## src/include/rsc_cfg.svh

```systemverilog
// Constants for the reset strap configuration loader
`ifndef RSC_CFG_SVH
`define RSC_CFG_SVH

// ****************************************
// Strap pin positions on the address/data lines
// ****************************************
`define RSC_AD_W           13
`define RSC_RATIO_HI       12
`define RSC_RATIO_LO       8
`define RSC_BSTROBE_BIT    5
`define RSC_BUSMODE_BIT    4
`define RSC_BOOT_BE_BIT    3
`define RSC_BOOT_AA_BIT    2

// ****************************************
// Clock ratio codes and clock relations
// ****************************************
`define RSC_RATIO_W        5
`define RSC_RATIO_FAST     5'h03
`define RSC_RATIO_SLOW     5'h05
`define RSC_RATIO_RESET    5'h00
`define RSC_CORE_MULT      2'h2

// ****************************************
// Boot chip-select auto-acknowledge
// ****************************************
`define RSC_AA_WAIT_STATES 6'h3f
`define RSC_AA_CNT_RESET   6'h00
`define RSC_AA_CNT_ONE     6'h01

// ****************************************
// Reset values of strap-derived state
// ****************************************
`define RSC_STRAP_RESET    1'h0
`define RSC_STROBE_IDLE    4'hf

`endif

```

## src/include/rsc_pkg.sv

```systemverilog
// Types for the reset strap configuration loader
package rsc_pkg;

    // ****************************************
    // Reset sequencing states
    // ****************************************
    typedef enum logic [1:0] {
        RSC_RST_ACTIVE = 2'b00,
        RSC_WAIT_LOCK  = 2'b01,
        RSC_RUN        = 2'b10
    } rsc_state_t;

endpackage

```

## src/hdl/rsc_auto_ack.sv

```systemverilog
// Boot chip-select auto-acknowledge wait-state counter
`timescale 1ns/1ns
`include "rsc_cfg.svh"

module rsc_auto_ack (
    input  wire logic       sys_clk,
    input  wire logic       reset,
    input  wire logic       aa_enable,
    input  wire logic       cycle_active,
    input  wire logic       ext_ack,
    output logic            auto_ack
);

    logic [5:0] wait_cnt_reg;
    logic       auto_ack_reg;

    // ****************************************
    // Wait-state counting
    // ****************************************

    // Counts wait states of an open cycle, clears when it ends
    always_ff @(posedge sys_clk) begin
        if (reset || !cycle_active || ext_ack || auto_ack_reg) begin
            wait_cnt_reg <= `RSC_AA_CNT_RESET;
        end else if (wait_cnt_reg != `RSC_AA_WAIT_STATES) begin
            wait_cnt_reg <= wait_cnt_reg + `RSC_AA_CNT_ONE;
        end
    end

    // One-cycle termination after the full wait-state count
    always_ff @(posedge sys_clk) begin
        if (reset) begin
            auto_ack_reg <= 1'b0;
        end else begin
            auto_ack_reg <= aa_enable && cycle_active && !ext_ack && !auto_ack_reg
                            && (wait_cnt_reg == `RSC_AA_WAIT_STATES);
        end
    end

    assign auto_ack = auto_ack_reg;
endmodule

```

## src/hdl/rsc_loader.sv

```systemverilog
// Reset input handling and reset-time strap capture
`timescale 1ns/1ns
`include "rsc_cfg.svh"

module rsc_loader (
    input  wire logic        sys_clk,
    input  wire logic        reset,
    input  wire logic        reset_input_n,
    input  wire logic        pll_locked,
    input  wire logic [12:0] ad_in,
    input  wire logic        exp_reset_release,
    input  wire logic [3:0]  byte_strobe_req_n,
    input  wire logic [1:0]  transfer_size_code,
    input  wire logic [1:0]  local_low_address_bits,
    input  wire logic        boot_chip_select_n,
    input  wire logic        boot_write,
    input  wire logic        boot_ext_ack,
    output logic             reset_output_n,
    output logic             pll_hold,
    output logic [4:0]       clock_ratio_strap,
    output logic             ratio_reserved,
    output logic [1:0]       core_to_mem_mult,
    output logic             byte_strobe_function_strap,
    output logic             bus_mode_strap,
    output logic             local_ad_carries_addr,
    output logic             expansion_carries_addr,
    output logic             expansion_bus_available,
    output logic             byte_enable_mode_field,
    output logic             auto_acknowledge_field,
    output logic [3:0]       byte_strobes,
    output logic             boot_auto_ack,
    output logic             expansion_bus_reset_n
);

    rsc_pkg::rsc_state_t state_reg;
    rsc_pkg::rsc_state_t state_next;
    logic       reset_input_n_prev_reg;
    logic       reset_input_n_rise;
    logic       reset_output_n_n_reg;
    logic       pll_hold_reg;
    logic [4:0] ratio_reg;
    logic       reserved_reg;
    logic [1:0] mult_reg;
    logic       bstrobe_reg;
    logic       busmode_reg;
    logic       boot_be_reg;
    logic       boot_aa_reg;
    logic [3:0] strobes_reg;
    logic [3:0] strobes_next;
    logic       exp_rst_n_reg;

    // ****************************************
    // Helpers
    // ****************************************

    // True for the two ratio codes the clock generator supports
    function automatic logic ratio_ok(input logic [4:0] code);
        ratio_ok = (code == `RSC_RATIO_FAST) || (code == `RSC_RATIO_SLOW);
    endfunction

    // ****************************************
    // Reset input edge detection
    // ****************************************

    // Previous reset input level; reset counts as an asserted input
    always_ff @(posedge sys_clk) begin
        if (reset) begin
            reset_input_n_prev_reg <= 1'b0;
        end else begin
            reset_input_n_prev_reg <= reset_input_n;
        end
    end

    assign reset_input_n_rise = reset_input_n && !reset_input_n_prev_reg;

    // ****************************************
    // Reset sequencing
    // ****************************************

    // Next state from the reset input and the PLL lock report
    always_comb begin
        state_next = state_reg;
        case (state_reg)
            rsc_pkg::RSC_RST_ACTIVE: begin
                if (reset_input_n_rise) begin
                    state_next = rsc_pkg::RSC_WAIT_LOCK;
                end
            end
            rsc_pkg::RSC_WAIT_LOCK: begin
                if (!reset_input_n) begin
                    state_next = rsc_pkg::RSC_RST_ACTIVE;
                end else if (pll_locked) begin
                    state_next = rsc_pkg::RSC_RUN;
                end
            end
            rsc_pkg::RSC_RUN: begin
                if (!reset_input_n) begin
                    state_next = rsc_pkg::RSC_RST_ACTIVE;
                end
            end
            default: begin
                state_next = rsc_pkg::RSC_RST_ACTIVE;
            end
        endcase
    end

    // State register
    always_ff @(posedge sys_clk) begin
        if (reset) begin
            state_reg <= rsc_pkg::RSC_RST_ACTIVE;
        end else begin
            state_reg <= state_next;
        end
    end

    // Reset output released only once lock is back
    always_ff @(posedge sys_clk) begin
        if (reset) begin
            reset_output_n_n_reg <= 1'b0;
        end else begin
            reset_output_n_n_reg <= (state_next == rsc_pkg::RSC_RUN);
        end
    end

    // Input low pulls the output low with no clock delay
    assign reset_output_n = reset_output_n_n_reg && reset_input_n;

    // PLL held for relock while the reset input is low
    always_ff @(posedge sys_clk) begin
        if (reset) begin
            pll_hold_reg <= 1'b1;
        end else begin
            pll_hold_reg <= !reset_input_n;
        end
    end

    assign pll_hold = pll_hold_reg;

    // ****************************************
    // Strap capture
    // ****************************************

    // Clock ratio straps, held until the next rising edge
    always_ff @(posedge sys_clk) begin
        if (reset) begin
            ratio_reg    <= `RSC_RATIO_RESET;
            reserved_reg <= 1'b1;
        end else if (reset_input_n_rise) begin
            ratio_reg    <= ad_in[`RSC_RATIO_HI:`RSC_RATIO_LO];
            reserved_reg <= !ratio_ok(ad_in[`RSC_RATIO_HI:`RSC_RATIO_LO]);
        end
    end

    // Core runs at a fixed multiple of the memory clock
    always_ff @(posedge sys_clk) begin
        if (reset) begin
            mult_reg <= `RSC_CORE_MULT;
        end else begin
            mult_reg <= `RSC_CORE_MULT;
        end
    end

    // Single-bit straps, ignored outside the rising edge
    always_ff @(posedge sys_clk) begin
        if (reset) begin
            bstrobe_reg <= `RSC_STRAP_RESET;
            busmode_reg <= `RSC_STRAP_RESET;
            boot_be_reg <= `RSC_STRAP_RESET;
            boot_aa_reg <= `RSC_STRAP_RESET;
        end else if (reset_input_n_rise) begin
            bstrobe_reg <= ad_in[`RSC_BSTROBE_BIT];
            busmode_reg <= ad_in[`RSC_BUSMODE_BIT];
            boot_be_reg <= ad_in[`RSC_BOOT_BE_BIT];
            boot_aa_reg <= ad_in[`RSC_BOOT_AA_BIT];
        end
    end

    assign clock_ratio_strap          = ratio_reg;
    assign ratio_reserved             = reserved_reg;
    assign core_to_mem_mult           = mult_reg;
    assign byte_strobe_function_strap = bstrobe_reg;
    assign bus_mode_strap             = busmode_reg;
    assign byte_enable_mode_field     = boot_be_reg;
    assign auto_acknowledge_field     = boot_aa_reg;

    // ****************************************
    // Bus mode routing
    // ****************************************

    // Address placement and expansion bus availability
    assign local_ad_carries_addr   = !busmode_reg;
    assign expansion_carries_addr  = busmode_reg;
    assign expansion_bus_available = !busmode_reg;

    // ****************************************
    // Byte strobe pins
    // ****************************************

    // Pin function from the byte-strobe strap and boot read gating
    always_comb begin
        strobes_next = byte_strobe_req_n;
        if (bstrobe_reg) begin
            strobes_next = {transfer_size_code, local_low_address_bits};
        end else if (!boot_chip_select_n && boot_be_reg && !boot_write) begin
            strobes_next = `RSC_STROBE_IDLE;
        end
    end

    // Registered strobe pins, negated during reset
    always_ff @(posedge sys_clk) begin
        if (reset || !reset_output_n) begin
            strobes_reg <= `RSC_STROBE_IDLE;
        end else begin
            strobes_reg <= strobes_next;
        end
    end

    assign byte_strobes = strobes_reg;

    // ****************************************
    // Boot auto-acknowledge
    // ****************************************

    // Wait-state counter for the boot chip-select
    rsc_auto_ack u_auto_ack (
        .sys_clk      (sys_clk),
        .reset        (reset),
        .aa_enable    (boot_aa_reg),
        .cycle_active (!boot_chip_select_n && reset_output_n),
        .ext_ack      (boot_ext_ack),
        .auto_ack     (boot_auto_ack)
    );

    // ****************************************
    // Expansion bus reset
    // ****************************************

    // Held low after reset; device reset wins over a release
    always_ff @(posedge sys_clk) begin
        if (reset || !reset_output_n) begin
            exp_rst_n_reg <= 1'b0;
        end else if (exp_reset_release) begin
            exp_rst_n_reg <= 1'b1;
        end
    end

    assign expansion_bus_reset_n = exp_rst_n_reg;
endmodule

```

## config.mk

```make
export PLATFORM = sky130hd
export DESIGN_NAME = rsc_loader
export DESIGN_NICKNAME = d
export VERILOG_FILES = /design/src/include/rsc_pkg.sv /design/src/hdl/rsc_auto_ack.sv /design/src/hdl/rsc_loader.sv
export VERILOG_INCLUDE_DIRS = /design/src /design/src/include
export SDC_FILE = /design/constraint.sdc
export NUM_CORES = 1
export LEC_CHECK = 0
export ABC_AREA = 1
export BUFFER_PORTS_ARGS = -buffer_cell sky130_fd_sc_hd__buf_2
export CAP_MARGIN = 0
export CORE_UTILIZATION = 45
export CTS_BUF_LIST = sky130_fd_sc_hd__clkbuf_4 sky130_fd_sc_hd__clkbuf_8 sky130_fd_sc_hd__clkbuf_16
export CTS_CLUSTER_DIAMETER = 80
export DETAILED_ROUTE_END_ITERATION = 8
export PLACE_DENSITY = 0.75
export RECOVER_POWER = 100
export SLEW_MARGIN = 20
export SYNTH_ARGS = -nofsm -noshare
export SYNTH_HDL_FRONTEND = slang
export SYNTH_SLANG_ARGS = --single-unit
```

## constraint.sdc

```tcl
create_clock -name sys_clk -period 1.35 [get_ports sys_clk]
set_input_delay 0.135 -clock sys_clk [delete_from_list [all_inputs] [get_ports sys_clk]]
set_output_delay 0.135 -clock sys_clk [all_outputs]
set_load 0.01 [all_outputs]
```

==> flow_summary.yaml <==
status:
  status: "finished, final reports clean"
die:
  core-area_um2: 2250
  row_count: 17
  die_w_um: 51.4
  chipHeight_um: 51.4
  start_util_pct: 48.6
  io_pins: 52
  dieArea_um2: 2640
clocking:
  hold_buffers: 0
  cts_resized: 0
  cts_max_path_buffers: 2
  post_cts_buffers: 0
  clock_latency_ps: 310
  htree_levels: 1
  cts_tree: "yes"
  cts.sinks: 27
  clk_pin_slew_ps: 130
  cts_buffers: 3
  cts.root.buffer_cell: "clkbuf_4"
layout:
  final_cell_area_um2: 1310
  fill_cells: 235
  multi_input_area_um2: 437
  n_antenna_cell: 0
  seq_area_um2: 541
  finish.net_count: 224
  layout-drive-gt1-share_pct: 15.0
  largest_reg_flops: 6
  syn2layout_area_growth_pct: 19.7
global_route:
  grt_remaining_overflow: 0
  antenna_found_initial: 0
  grt_max_degree: 15
  grt_use_total_pct: 18.9
  grt_pass1_vias: 968
  grt_pass1_wl_mm: 3.70
setup_path:
  reg2reg_to: "clock_ratio_strap[1]"
  critical-path-max-stage-delay_ps: 480
  cp-end-kind: "flip-flop"
  path_class: "reg2reg"
  r2r_slack_ps: 140
  rr_startpoint: "reset_input_n_prev_reg"
  rr_worst_depth: 3
  crit_path_start_kind: "flip-flop"
  critPathArrivalTime_ps: 1470
  cp_max_fo: 10
  cp_slowest_cell: "nor2_1"
  crit_required_ps: 1610
  path_cells: "nor2_1, o21ai_0, a21oi_1"
power:
  pwr_density_cell_nw_per_um2: 1030
  ir_drop_mv: 0.637
  leakage_uw: 0.000600
sta:
  hold_viol: 0
  period_share_pct: 89.5
  max_freq_mhz: 827
  setup_tns_ps: 0
  maxSlewHeadroom_pct: 59.2
  drv_slew: 0
  finClkSkew_ps: 2.60
  setup_viol: 0
  post-route-min-period_ps: 1210
  rsz0062_at_grt: "no"
  worstMarginPinSlew_ps: 609
logic_synthesis:
  yosys.area.top_type: "dfxtp_1"
  synth_area_leaders: "dfxtp_1, nand2_1, nor2_1"
  synthTopCellsByCount: "nand2_1, dfxtp_1, nor2_1, inv_1"
  syn_nets: 179
  synth_most_common_cell: "nand2_1"
  yosysSeqAreaShare_pct: 49.3
  synth-seq-cells: 27
  synthCells: 149
  synthArstFlopShare_pct: 0
  netlist.area_leader.share_pct: 49.3
  yosysWarningCount: 0
  synth.cell_area_um2: 1100
  avgSynthCellArea_um2: 7.36
  synth-edff-count: 0
  yosysUniqueCellTypes: 18
  ys.flop_type: "dfxtp_1"
min_path:
  worst_hold_path.num_cells: 3
  hold_end: "byte_strobes[0]"
  hold_class: "in2reg"
  hold_path.startpoint: "local_low_address_bits[0]"
place:
  port_buffers: 45
  dpl.hpwl_mm: 1.76
  gp_congestion: 0.818
  placed_area_um2: 1320
routing:
  dr.pass1.iters: 4
  vias_per_cell: 4.95
  finalWirelength_mm: 2.26
  detail_route.wl_per_cell_um: 10.2
  drc: 0
  vias: 1093
  ant_nets: 0
  drt_iter0_markers: 31
run:
  maxCapViolations: 0
==> layer usage <==
layer | vias to the layer above | share of wire [%] | global-route usage (%)
li1 | 550 | - | -
met3 | 6 | 7.5 | 3.57
met2 | 52 | 46 | 33.8
met4 | 0 | 2.5 | 11.3
met5 | - | 0 | 0
met1 | 485 | 44 | 20.4
==> where the power goes <==
part | total [uW] | internal, uW | switching, uW
registers | 843 | 826 | 16.7
logic | 156 | 61.1 | 94.8
clock network | 352 | 136 | 216
total | 1350 | 1020 | 328
==> cells by family after synthesis <==
logic type,after synthesis,share of synthesized area (%)
AND/OR/NAND/NOR,67,25.5
AO/OA/AOI/OAI,28,13.2
flip-flops,27,49.3
buffers and inverters,24,10.2
other,2,0.685
adder cells (fa/ha/maj),1,1.14
==> cell usage in the layout, fill, tap and decap left out, drive strengths merged <==
cell    instances
inv            17
clkbuf         27
o21bai          2
nand4           1
o21ai          13
nand3           6
nor3            4
buf            23
dfxtp          27
a21oi          13
nor2           27
nand2          29
ha              1
conb            2
clkinv          1
==> layout make-up <==
type	count	area share (%)
clock buffers	4	2.29
multi-input cells	98	33.3
well taps	28	2.67
flip-flops and latches	27	41.2
inverters	18	5.24
repair buffers	46	15.3
==> per-stage QoR <==
| step | setup WS [ps] | instances | total power [uW] | util [%] | hold WS [ps] |
|---|---|---|---|---|---|
| finish | 141 | 221 | 1350 | 58.2 | 21.6 |
| detailed placement | 201 | 217 | 1030 | 58.6 | 352 |
| global route | 21.9 | 221 | 1420 | 58.2 | 27.8 |
| CTS | 181 | 221 | 1380 | 59.9 | 2.47 |
| global placement | 251 | 217 | 1020 | 58.6 | 339 |
| floorplan | 315 | 149 | 956 | - | 204 |
==> worst max-delay path by stage <==
stage | start | to | slack [ps]
5_1_grt | reset_input_n_prev_reg | clock_ratio_strap[1] | 20
4_1_cts | u_auto_ack.wait_cnt_reg[0] | u_auto_ack.wait_cnt_reg[0] | 180
6_report | reset_input_n_prev_reg | clock_ratio_strap[1] | 140
3_3_place_gp | u_auto_ack.wait_cnt_reg[0] | u_auto_ack.wait_cnt_reg[5] | 250
3_5_place_dp | u_auto_ack.wait_cnt_reg[0] | u_auto_ack.wait_cnt_reg[0] | 200
2_1_floorplan | u_auto_ack.wait_cnt_reg[0] | u_auto_ack.wait_cnt_reg[5] | 310
==> worst max-delay path: cells and delay by family, from the launching register on <==
kind,cells,cell delay [ps]
flops,1,330
simple gates,1,480
compound gates,2,340
(Power assumes the default switching activity.)
